<file path="config.mk">
export PLATFORM = sky130hd
export DESIGN_NAME = nv_store_recall_sequencer
export DESIGN_NICKNAME = d
export VERILOG_FILES = /design/src/hw/pin_sync.v /design/src/hw/duration_timer.v /design/src/hw/nv_store_recall_sequencer.v
export VERILOG_INCLUDE_DIRS = /design/src /design/src/hw
export SDC_FILE = /design/constraint.sdc
export NUM_CORES = 1
export LEC_CHECK = 0
export ABC_AREA = 1
export ABC_CLOCK_PERIOD_IN_PS = 2200
export BUFFER_PORTS_ARGS = -buffer_cell sky130_fd_sc_hd__buf_2
export CORE_ASPECT_RATIO = 1.2
export CORE_MARGIN = 8
export CORE_UTILIZATION = 40
export DETAILED_ROUTE_END_ITERATION = 8
export GPL_TIMING_DRIVEN = 0
export PLACE_DENSITY = 0.64
export SETUP_SLACK_MARGIN = 0.2
export SYNTH_ARGS = -nofsm -noshare
export SYNTH_HDL_FRONTEND = slang
export SYNTH_SLANG_ARGS = --single-unit
</file>
<file path="constraint.sdc">
create_clock -name core_clk -period 2.2 [get_ports core_clk]
set_input_delay 0.11 -clock core_clk [delete_from_list [all_inputs] [get_ports core_clk]]
set_output_delay 0.11 -clock core_clk [all_outputs]
set_load 0.03 [all_outputs]
</file>
<file path="src/hw/nv_seq_consts.vh">
`ifndef NV_SEQ_CONSTS_VH
`define NV_SEQ_CONSTS_VH

// Core clock rate in MHz.
`define CLK_MHZ 250

// Time figures in their own units.
`define RESTORE_HV_MS 20
`define RESTORE_LV_MS 40
`define SAVE_MS 8
`define WRITE_FINISH_NS 25
`define CMD_RESTORE_US 600
`define SPECIAL_CMD_US 500
`define WAKE_HV_MS 20
`define WAKE_LV_MS 40
`define SLEEP_ENTRY_MS 8
`define STANDBY_ENTRY_US 100
`define RESUME_AFTER_PIN_HIGH_US 5
`define PIN_ACTIVE_HIGH_NS 500

// Cycle counts at the core clock rate, sized to the duration counter.
// Every figure is a maximum and so rounds down.
`define RESTORE_HV_CYC 24'h4C4B40
`define RESTORE_LV_CYC 24'h989680
`define SAVE_CYC 24'h1E8480
`define WRITE_FINISH_CYC 24'h000006
`define CMD_RESTORE_CYC 24'h0249F0
`define SPECIAL_CMD_CYC 24'h01E848
`define WAKE_HV_CYC 24'h4C4B40
`define WAKE_LV_CYC 24'h989680
`define SLEEP_ENTRY_CYC 24'h1E8480
`define STANDBY_ENTRY_CYC 24'h0061A8
`define RESUME_CYC 24'h0004E2
`define PIN_ACTIVE_HIGH_CYC 24'h00007D

// Width of the shared duration counter, sized for the longest time.
`define TIMER_W 24

// Reset value of the power-fail save enable.
`define PF_SAVE_EN_RST 1'b1

`endif

</file>
<file path="src/hw/pin_sync.v">
`timescale 1ns/1ps
// Two-stage synchroniser for a group of asynchronous level inputs.
module pin_sync #(
  parameter WIDTH = 1
) (
  input  wire             core_clk,
  input  wire             reset,
  input  wire [WIDTH-1:0] asyncIn,
  input  wire [WIDTH-1:0] resetValue,
  output wire [WIDTH-1:0] syncOut
);

  reg [WIDTH-1:0] stage1_q;  // First stage, read only by the second.
  reg [WIDTH-1:0] stage2_q;  // Second stage, safe for logic.

  genvar i;
  generate
    for (i = 0; i < WIDTH; i = i + 1) begin : g_bit
      // Each bit passes two flops; reset loads the safe idle level.
      always @(posedge core_clk) begin
        if (reset) begin
          stage1_q[i] <= resetValue[i];
          stage2_q[i] <= resetValue[i];
        end else begin
          stage1_q[i] <= asyncIn[i];
          stage2_q[i] <= stage1_q[i];
        end
      end
    end
  endgenerate

  // Only the second stage is seen by the logic.
  assign syncOut = stage2_q;

endmodule

</file>
<file path="src/hw/duration_timer.v">
`timescale 1ns/1ps
`include "nv_seq_consts.vh"
// Down counter that measures one duration and pulses when it runs out.
module duration_timer (
  input  wire                  core_clk,
  input  wire                  reset,
  input  wire                  load,
  input  wire [`TIMER_W-1:0]   loadValue,
  output reg                   expired
);

  reg [`TIMER_W-1:0] count_q;  // Cycles left in the running duration.

  // A load restarts the count; the pulse stands in the last cycle of the
  // duration, so a state that leaves on it lasts exactly loadValue cycles.
  always @(posedge core_clk) begin
    if (reset) begin
      count_q <= {`TIMER_W{1'b0}};
      expired <= 1'b0;
    end else if (load) begin
      count_q <= loadValue - 1'b1;
      expired <= (loadValue == {{(`TIMER_W-1){1'b0}}, 1'b1});
    end else if (count_q != {`TIMER_W{1'b0}}) begin
      count_q <= count_q - 1'b1;
      expired <= (count_q == {{(`TIMER_W-1){1'b0}}, 1'b1});
    end else begin
      expired <= 1'b0;
    end
  end

endmodule

</file>
<file path="src/hw/nv_store_recall_sequencer.v">
`timescale 1ns/1ps
`include "nv_seq_consts.vh"
module nv_store_recall_sequencer #(
  parameter [`TIMER_W-1:0] RESTORE_HV_CYCLES = `RESTORE_HV_CYC,
  parameter [`TIMER_W-1:0] RESTORE_LV_CYCLES = `RESTORE_LV_CYC,
  parameter [`TIMER_W-1:0] SAVE_CYCLES       = `SAVE_CYC,
  parameter [`TIMER_W-1:0] CMD_RESTORE_CYCLES = `CMD_RESTORE_CYC,
  parameter [`TIMER_W-1:0] SPECIAL_CYCLES    = `SPECIAL_CMD_CYC,
  parameter [`TIMER_W-1:0] WAKE_HV_CYCLES    = `WAKE_HV_CYC,
  parameter [`TIMER_W-1:0] WAKE_LV_CYCLES    = `WAKE_LV_CYC,
  parameter [`TIMER_W-1:0] SLEEP_CYCLES      = `SLEEP_ENTRY_CYC,
  parameter [`TIMER_W-1:0] STANDBY_CYCLES    = `STANDBY_ENTRY_CYC
) (
  input  wire core_clk,
  input  wire reset,
  input  wire supplyOk,
  input  wire lowVoltVariant,
  input  wire chipSelectN,
  input  wire saveRequestBusyPinIn,
  output reg  saveRequestBusyPinOut_q,
  output reg  saveRequestBusyPinOe_q,
  input  wire sramWriteSeen,
  input  wire cmdSave,
  input  wire cmdRestore,
  input  wire cmdPfSaveEnable,
  input  wire cmdPfSaveDisable,
  input  wire cmdSleep,
  output reg  hostAccessEn_q,
  output reg  sramAccessEn_q,
  output reg  saveActive_q,
  output reg  restoreActive_q,
  output reg  sleeping_q,
  output reg  standby_q,
  output reg  powerFailSaveEn_q
);

  // Sequencer states.
  localparam [3:0] ST_OFF      = 4'h0;  // Supply below trigger level.
  localparam [3:0] ST_PU_REST  = 4'h1;  // Power-up restore running.
  localparam [3:0] ST_IDLE     = 4'h2;  // Normal operation.
  localparam [3:0] ST_DELAY    = 4'h3;  // Write-finish window at start.
  localparam [3:0] ST_SAVE     = 4'h4;  // Save to nonvolatile cells.
  localparam [3:0] ST_RESTORE  = 4'h5;  // Command restore.
  localparam [3:0] ST_RELEASE  = 4'h6;  // Pin driven high, then freed.
  localparam [3:0] ST_SPECIAL  = 4'h7;  // Enable/disable being applied.
  localparam [3:0] ST_SLP_ENT  = 4'h8;  // Entering sleep.
  localparam [3:0] ST_ASLEEP   = 4'h9;  // Sleeping.
  localparam [3:0] ST_WAKE     = 4'hA;  // Waking from sleep.
  localparam [3:0] ST_PIN_WAIT = 4'hB;  // Waiting for pin to go high.

  // Kinds of operation that pass through the write-finish window.
  localparam [2:0] OP_CMD_SAVE  = 3'h0;
  localparam [2:0] OP_CMD_REST  = 3'h1;
  localparam [2:0] OP_PF_EN     = 3'h2;
  localparam [2:0] OP_PF_DIS    = 3'h3;
  localparam [2:0] OP_PIN_SAVE  = 3'h4;
  localparam [2:0] OP_AUTO_SAVE = 3'h5;

  localparam [`TIMER_W-1:0] DELAY_CYCLES = `WRITE_FINISH_CYC;
  localparam [`TIMER_W-1:0] HIGH_CYCLES  = `PIN_ACTIVE_HIGH_CYC;

  reg  [3:0]          state_q;        // Current sequencer state.
  reg  [3:0]          state_d;        // Next sequencer state.
  reg  [2:0]          opKind_q;       // Operation latched at its start.
  reg  [2:0]          opKind_d;       // Next operation kind.
  reg                 dirty_q;        // SRAM written since last nv cycle.
  reg                 clearDirty;     // A save or restore starts, or power-up restore ends.
  reg                 pfEn_d;         // Next power-fail save enable.
  reg                 timerLoad;      // Start a new duration.
  reg  [`TIMER_W-1:0] timerValue;     // Length of that duration.
  wire                timerDone;      // Current duration has elapsed.
  wire [3:0]          syncIn;         // Synchronised pin levels.
  wire                supplyOkS;      // Supply above trigger level.
  wire                lowVoltS;       // Lowest-voltage variant strap.
  wire                csNS;           // Chip select, active low.
  wire                pinInS;         // Save-request/busy pin level.
  reg                 csPrev_q;       // Chip select one cycle earlier.

  // Every pin input passes two flops before use. Supply reads as low
  // until it has really been seen, so reset never starts a restore.
  pin_sync #(
    .WIDTH      (4)
  ) u_pin_sync (
    .core_clk   (core_clk),
    .reset      (reset),
    .asyncIn    ({supplyOk, lowVoltVariant, chipSelectN,
                  saveRequestBusyPinIn}),
    .resetValue (4'h3),
    .syncOut    (syncIn)
  );

  assign supplyOkS = syncIn[3];
  assign lowVoltS  = syncIn[2];
  assign csNS      = syncIn[1];
  assign pinInS    = syncIn[0];

  // One shared counter times every bounded duration.
  duration_timer u_timer (
    .core_clk  (core_clk),
    .reset     (reset),
    .load      (timerLoad),
    .loadValue (timerValue),
    .expired   (timerDone)
  );

  // Selects a duration that depends on the supply variant.
  function [`TIMER_W-1:0] variantTime;
    input                lowVolt;
    input [`TIMER_W-1:0] hvTime;
    input [`TIMER_W-1:0] lvTime;
    begin
      variantTime = lowVolt ? lvTime : hvTime;
    end
  endfunction

  // Next-state logic for the sequencer.
  always @* begin
    state_d    = state_q;
    opKind_d   = opKind_q;
    pfEn_d     = powerFailSaveEn_q;
    timerLoad  = 1'b0;
    timerValue = DELAY_CYCLES;
    clearDirty = 1'b0;
    case (state_q)
      ST_OFF: begin
        // Supply back above trigger: restore, bounded by variant time.
        if (supplyOkS) begin
          state_d    = ST_PU_REST;
          timerLoad  = 1'b1;
          timerValue = variantTime(lowVoltS, RESTORE_HV_CYCLES,
                                   RESTORE_LV_CYCLES);
        end
      end
      ST_PU_REST: begin
        // Host stays locked out until the restore time has run.
        if (!supplyOkS) begin
          state_d = ST_OFF;
        end else if (timerDone) begin
          state_d    = ST_RELEASE;
          clearDirty = 1'b1;
          timerLoad  = 1'b1;
          timerValue = HIGH_CYCLES;
        end
      end
      ST_IDLE: begin
        // Supply loss has top priority, then the pin, then commands.
        timerLoad  = 1'b1;
        timerValue = DELAY_CYCLES;
        if (!supplyOkS) begin
          state_d  = ST_DELAY;
          opKind_d = OP_AUTO_SAVE;
        end else if (!pinInS) begin
          state_d  = ST_DELAY;
          opKind_d = OP_PIN_SAVE;
        end else if (cmdSave) begin
          state_d  = ST_DELAY;
          opKind_d = OP_CMD_SAVE;
        end else if (cmdRestore) begin
          state_d  = ST_DELAY;
          opKind_d = OP_CMD_REST;
        end else if (cmdPfSaveEnable) begin
          state_d  = ST_DELAY;
          opKind_d = OP_PF_EN;
        end else if (cmdPfSaveDisable) begin
          state_d  = ST_DELAY;
          opKind_d = OP_PF_DIS;
        end else if (cmdSleep) begin
          state_d    = ST_SLP_ENT;
          timerValue = SLEEP_CYCLES;
        end else begin
          timerLoad = 1'b0;
        end
      end
      ST_DELAY: begin
        // After the write-finish window, dispatch the operation.
        if (timerDone) begin
          timerLoad = 1'b1;
          case (opKind_q)
            OP_CMD_REST: begin
              state_d    = ST_RESTORE;
              clearDirty = 1'b1;
              timerValue = CMD_RESTORE_CYCLES;
            end
            OP_PF_EN, OP_PF_DIS: begin
              state_d    = ST_SPECIAL;
              pfEn_d     = (opKind_q == OP_PF_EN);
              timerValue = SPECIAL_CYCLES;
            end
            OP_CMD_SAVE: begin
              state_d    = ST_SAVE;
              clearDirty = 1'b1;
              timerValue = SAVE_CYCLES;
            end
            OP_AUTO_SAVE: begin
              // Only a dirty array with the save enabled is saved.
              if (dirty_q && powerFailSaveEn_q) begin
                state_d    = ST_SAVE;
                clearDirty = 1'b1;
                timerValue = SAVE_CYCLES;
              end else begin
                state_d   = ST_OFF;
                timerLoad = 1'b0;
              end
            end
            default: begin
              // Pin request: a clean array skips the save.
              if (dirty_q) begin
                state_d    = ST_SAVE;
                clearDirty = 1'b1;
                timerValue = SAVE_CYCLES;
              end else begin
                state_d   = ST_PIN_WAIT;
                timerLoad = 1'b0;
              end
            end
          endcase
        end
      end
      ST_SAVE, ST_RESTORE: begin
        // Busy until the bounded duration has expired.
        if (timerDone) begin
          timerLoad  = 1'b1;
          timerValue = HIGH_CYCLES;
          state_d    = ST_RELEASE;
        end
      end
      ST_RELEASE: begin
        // Pin driven high for a bounded time, then released.
        if (timerDone) begin
          state_d = ST_PIN_WAIT;
        end
      end
      ST_SPECIAL: begin
        // New enable setting takes hold before the bound runs out.
        if (timerDone) begin
          state_d = ST_PIN_WAIT;
        end
      end
      ST_PIN_WAIT: begin
        // Resume once supply is good and nobody holds the pin low.
        if (!supplyOkS) begin
          state_d = ST_OFF;
        end else if (pinInS) begin
          state_d = ST_IDLE;
        end
      end
      ST_SLP_ENT: begin
        if (timerDone) begin
          state_d = ST_ASLEEP;
        end
      end
      ST_ASLEEP: begin
        // Selecting the chip wakes it; wake time depends on variant.
        if (!supplyOkS) begin
          state_d = ST_OFF;
        end else if (!csNS && csPrev_q) begin
          state_d    = ST_WAKE;
          timerLoad  = 1'b1;
          timerValue = variantTime(lowVoltS, WAKE_HV_CYCLES,
                                   WAKE_LV_CYCLES);
        end
      end
      ST_WAKE: begin
        if (timerDone) begin
          state_d = ST_PIN_WAIT;
        end
      end
      default: begin
        state_d = ST_OFF;
      end
    endcase
    // Supply loss during a save lets the save finish; during a restore,
    // special command, wake or sleep entry it drops straight to the off state.
    if (!supplyOkS && (state_q == ST_RESTORE || state_q == ST_SPECIAL ||
                       state_q == ST_WAKE || state_q == ST_SLP_ENT)) begin
      state_d   = ST_OFF;
      timerLoad = 1'b0;
    end
  end

  // State, operation kind and sampled pin history.
  always @(posedge core_clk) begin
    if (reset) begin
      state_q   <= ST_OFF;
      opKind_q  <= OP_CMD_SAVE;
      csPrev_q  <= 1'b1;
    end else begin
      state_q   <= state_d;
      opKind_q  <= opKind_d;
      csPrev_q  <= csNS;
    end
  end

  // Dirty flag: a write in the clearing cycle keeps it set.
  always @(posedge core_clk) begin
    if (reset) begin
      dirty_q <= 1'b0;
    end else if (sramWriteSeen) begin
      dirty_q <= 1'b1;
    end else if (clearDirty) begin
      dirty_q <= 1'b0;
    end
  end

  // Power-fail save enable, changed only by its special commands.
  always @(posedge core_clk) begin
    if (reset) begin
      powerFailSaveEn_q <= `PF_SAVE_EN_RST;
    end else begin
      powerFailSaveEn_q <= pfEn_d;
    end
  end

  // Standby is entered on deselect while idle, well inside its bound.
  always @(posedge core_clk) begin
    if (reset) begin
      standby_q <= 1'b0;
    end else begin
      standby_q <= (state_d == ST_IDLE) && csNS;
    end
  end

  // Outputs registered from the next state so they track it exactly.
  always @(posedge core_clk) begin
    if (reset) begin
      hostAccessEn_q          <= 1'b0;
      sramAccessEn_q          <= 1'b0;
      saveActive_q            <= 1'b0;
      restoreActive_q         <= 1'b0;
      sleeping_q              <= 1'b0;
      saveRequestBusyPinOut_q <= 1'b1;
      saveRequestBusyPinOe_q  <= 1'b0;
    end else begin
      // Host cycles pass only in normal operation with good supply.
      hostAccessEn_q  <= (state_d == ST_IDLE) && supplyOkS;
      // SRAM stays on through the write window; a low pin blocks it.
      sramAccessEn_q  <= (state_d == ST_DELAY) ||
                         ((state_d == ST_IDLE) && pinInS);
      saveActive_q    <= (state_d == ST_SAVE);
      restoreActive_q <= (state_d == ST_RESTORE) ||
                         (state_d == ST_PU_REST);
      sleeping_q      <= (state_d == ST_ASLEEP);
      // Pin is pulled low while busy, driven high briefly, then freed.
      if (state_d == ST_SAVE || state_d == ST_RESTORE ||
          state_d == ST_PU_REST) begin
        saveRequestBusyPinOut_q <= 1'b0;
        saveRequestBusyPinOe_q  <= 1'b1;
      end else if (state_d == ST_RELEASE) begin
        saveRequestBusyPinOut_q <= 1'b1;
        saveRequestBusyPinOe_q  <= 1'b1;
      end else begin
        saveRequestBusyPinOut_q <= 1'b1;
        saveRequestBusyPinOe_q  <= 1'b0;
      end
    end
  end

endmodule

</file>
==> flow_summary.ini <==
[worst_hold_path]
hold_path_depth = 3
min-delay-start = sramWriteSeen
hold_path_class = primary input to flip-flop
min_to = dirty_q

[setup_path]
timing.critical_path.cells = buf_6 > inv_1 > nor2_1 > nand2_2 > nand2_4 > nand2_4 > nand2_4 > nor2_4 > nand4_1 > ha_4 > nand3b_1 > nand2_1 > nand3_1 > nand2_1
r2r_setup_slack_ns = 0.31
critPathLaunch = u_pin_sync.syncOut[3]
crit_fanout = 10
critPathMostFrequentCell = nand2_4
critPathArrivalTime_ns = 2.12
r2r-end = u_timer.count_q[1]
crit_path_start_kind = flip-flop
cp-end-kind = flip-flop
r2r_start = u_pin_sync.syncOut[3]
critPathRequiredTime_ns = 2.43
path_buf_inv = 2
critPathTopFamily = simple AND/OR/NAND/NOR gates
cpMaxStageDelayCell = dfxtp_2
worstSetupPathType = flip-flop to flip-flop
max_stage_delay_ns = 0.34
r2r_cells = 14

[placed_design]
placed_cells = 601
placedInstanceArea_um2 = 3300
gp_congestion = 0.926
dp_hpwl_um = 6520
port_buffers = 20

[sta]
finalSetupViolCount = 0
maxSlewHeadroom_pct = 60.3
fmax_ghz = 0.529
slew_violations = 0
tightest_slew_ns = 0.596
fin_crit_ns = 1.89
skew_ns = 0.0110
fin_crit_sh_pct = 85.9
hold_violations = 0
rsz0062_at_grt = true

[logic_synthesis]
syn-num-nets = 504
yosys-top-cells-area = dfxtp_1 (33%), nand2_1 (15%), nor2_1 (12%), nand3_1 (7.6%), inv_1 (6.2%)
yosysWarnings = 0
synth_top_area_share_pct = 33.1
yosysSeqAreaShare_pct = 33.1
syn_avg_cell_area_um2 = 6.31
synth_cell_types = 36
yosysTopAreaCell = dfxtp_1
synth_cells = 489
synth-seq-cells = 51
synth_area_um2 = 3080

[global_route]
grtUsageTotal_pct = 16.7
grt_pass1_vias = 3108
grt_pass1_wl_um = 14300
grt_max_degree = 19
overflow = 0
grt_antenna_before_repair = 0

[layout]
design_area_um2 = 3650
layout_commonest_cell = nand2_1
nets = 545
layout_common_cells = nand2_1 (120), nor2_1 (92), inv_1 (50), nand3_1 (45), dfxtp_1 (45)
diodes = 0
synthToLayoutAreaGrowth_pct = 18.4
fin_cells = 623
fillers = 777
layout-drive-gt1-share_pct = 18.3

[die]
initial_utilization_pct = 40.7
die-width_um = 96.2
dieHeight_um = 112
die_area_um2 = 10800
rows = 35
ios = 21
coreArea_um2 = 7580

[cts]
clk_pin_slew_ns = 0.11
cts_buffer_depth = 2
root_buffer = clkbuf_8
cts_tree = done
htreeDepth = 2
worstSkewPairLatency_ns = 0.32
numCtsBuffers = 5
clock_sinks = 51

[drt]
vias = 3206
wl_per_cell_um = 14.2
routed_wl_um = 8850
ant_nets = 0
drtPass1Iterations = 5
drt-vias-per-instance = 5.15
drtIter0Drc = 238
drc = 0

[pwr]
powerDensity_nw_per_um2 = 1090
comb_power_share_pct = 52.1
swShare_pct = 46.8
seqPwrFrac_pct = 32.8
power.switching_uw = 1870
power_leakage_uw = 0.00178
p_clk_share_pct = 15.1
internal_power_uw = 2120
vdd_drop_max_v = 0.000580

[flow_run]
max_cap_viol_count = 0

[status]
outcome = finished clean
[power groups by stage]
stage,logic [uW],clock network (uW),registers (uW)
4_1_cts,1970,616,1300
2_1_floorplan,1550,0,1270
6_report,2080,601,1310
3_5_place_dp,1900,0,1310
5_1_grt,2350,652,1330
3_3_place_gp,1900,0,1310
[flip-flops by register name (all words and copies together) (netlist names)]
| signal | cells |
|---|---|
| u_timer.count_q | 24 |
| state_q | 4 |
| u_pin_sync.stage1_q | 4 |
| u_pin_sync.syncOut | 4 |
| opKind_q | 3 |
| csPrev_q | 1 |
| dirty_q | 1 |
| hostAccessEn_q | 1 |
| powerFailSaveEn_q | 1 |
| restoreActive_q | 1 |
| saveActive_q | 1 |
| saveRequestBusyPinOe_q | 1 |
| saveRequestBusyPinOut_q | 1 |
| sleeping_q | 1 |
| sramAccessEn_q | 1 |
| standby_q | 1 |
| u_timer.expired | 1 |
[cells in the mapped netlist]
cell / n
clkbuf_1: 3
nand3b_1: 3
nor2_4: 1
nor4_2: 1
or2_2: 5
ha_1: 3
or3_1: 1
nor3_1: 10
nor3_4: 1
nand3_2: 2
inv_2: 5
and2_1: 2
a31o_2: 1
nand4_1: 10
buf_4: 2
nand2_2: 2
o31ai_1: 1
nor2_1: 100
dfxtp_1: 51
nand3_4: 1
a211oi_1: 2
xnor2_1: 5
a31oi_1: 1
nand4_2: 1
nor2_2: 4
buf_6: 2
o21ai_0: 18
xor2_1: 7
nand3b_4: 1
nand3_1: 47
nor3b_2: 1
a21oi_1: 16
nand2_4: 2
buf_2: 2
nand2_1: 124
inv_1: 51
[routing by layer]
| metal | global-route usage (%) | vias up | routed length [um] |
|---|---|---|---|
| li1 | - | 1631 | - |
| met1 | 18.9 | 1434 | 3620 |
| met2 | 29.0 | 116 | 4490 |
| met3 | 3.00 | 25 | 465 |
| met4 | 7.19 | 0 | 270 |
| met5 | 0 | - | 0 |
[what timing repair did]
action / 4_1_cts / 5_1_grt
hold endpoints to repair: 4 / 0
hold buffers: 4 / 0
buffers inserted: 1 / 9
resized for setup: 18 / 25
pin swaps: 1 / 7
endpoints found under the setup margin: 20 / 24
[per-stage QoR]
step	worst slack (ns)	TNS [ns]	util, %	power, uW	hold slack (ns)
finish	0.310	0	48.2	3990	0.0132
global route	0.170	0	48.2	4340	0.0116
CTS	0.214	0	46.2	3880	0.0108
detailed placement	-0.158	-0.597	43.6	3210	0.297
global placement	-0.149	-0.470	43.6	3210	0.292
floorplan	0.263	0	-	2820	0.190
[area by class of cell]
| cell class | instances | area [um^2] | share of cell area, % |
|---|---|---|---|
| multi-input cells | 373 | 1910 | 52.3 |
| well taps | 92 | 115 | 3.15 |
| clock inverters | 3 | 28.8 | 0.788 |
| flip-flops and latches | 51 | 1040 | 28.4 |
| inverters | 56 | 213 | 5.83 |
| plain buffers | 9 | 65.1 | 1.78 |
| clock buffers | 5 | 68.8 | 1.88 |
| repair buffers | 34 | 215 | 5.89 |
[cell families after synthesis]
family                     Yosys count  share of synthesized area [%]
buffers and inverters               65                           8.72
xor gates and xnor gates            12                           3.41
AOI/OAI and AO/OA                   39                           6.73
adders and majority gates            3                           1.22
and+or+nand+nor                    319                           46.8
DFF                                 51                           33.1
[worst register-to-register path: stages (launching register included)]
cell,delay (ns)
dfxtp_2,0.34
buf_6,0.13
inv_1,0.07
nor2_1,0.05
nand2_2,0.08
nand2_4,0.09
nand2_4,0.10
nand2_4,0.07
nor2_4,0.14
nand4_1,0.16
ha_4,0.30
nand3b_1,0.11
nand2_1,0.06
nand3_1,0.06
nand2_1,0.05
[worst max path at each step]
stage / endpoint / slack, ns / cells after the start
after global routing: u_timer.count_q[23] / 0.17 / 9
after CTS: u_timer.count_q[1] / 0.21 / 14
after global placement: u_timer.count_q[2] / -0.15 / 13
final: u_timer.count_q[1] / 0.31 / 14
after detailed placement: u_timer.count_q[2] / -0.16 / 15
after floorplan: u_timer.count_q[2] / 0.26 / 15
No activity file was read; power rests on OpenSTA's default activity.
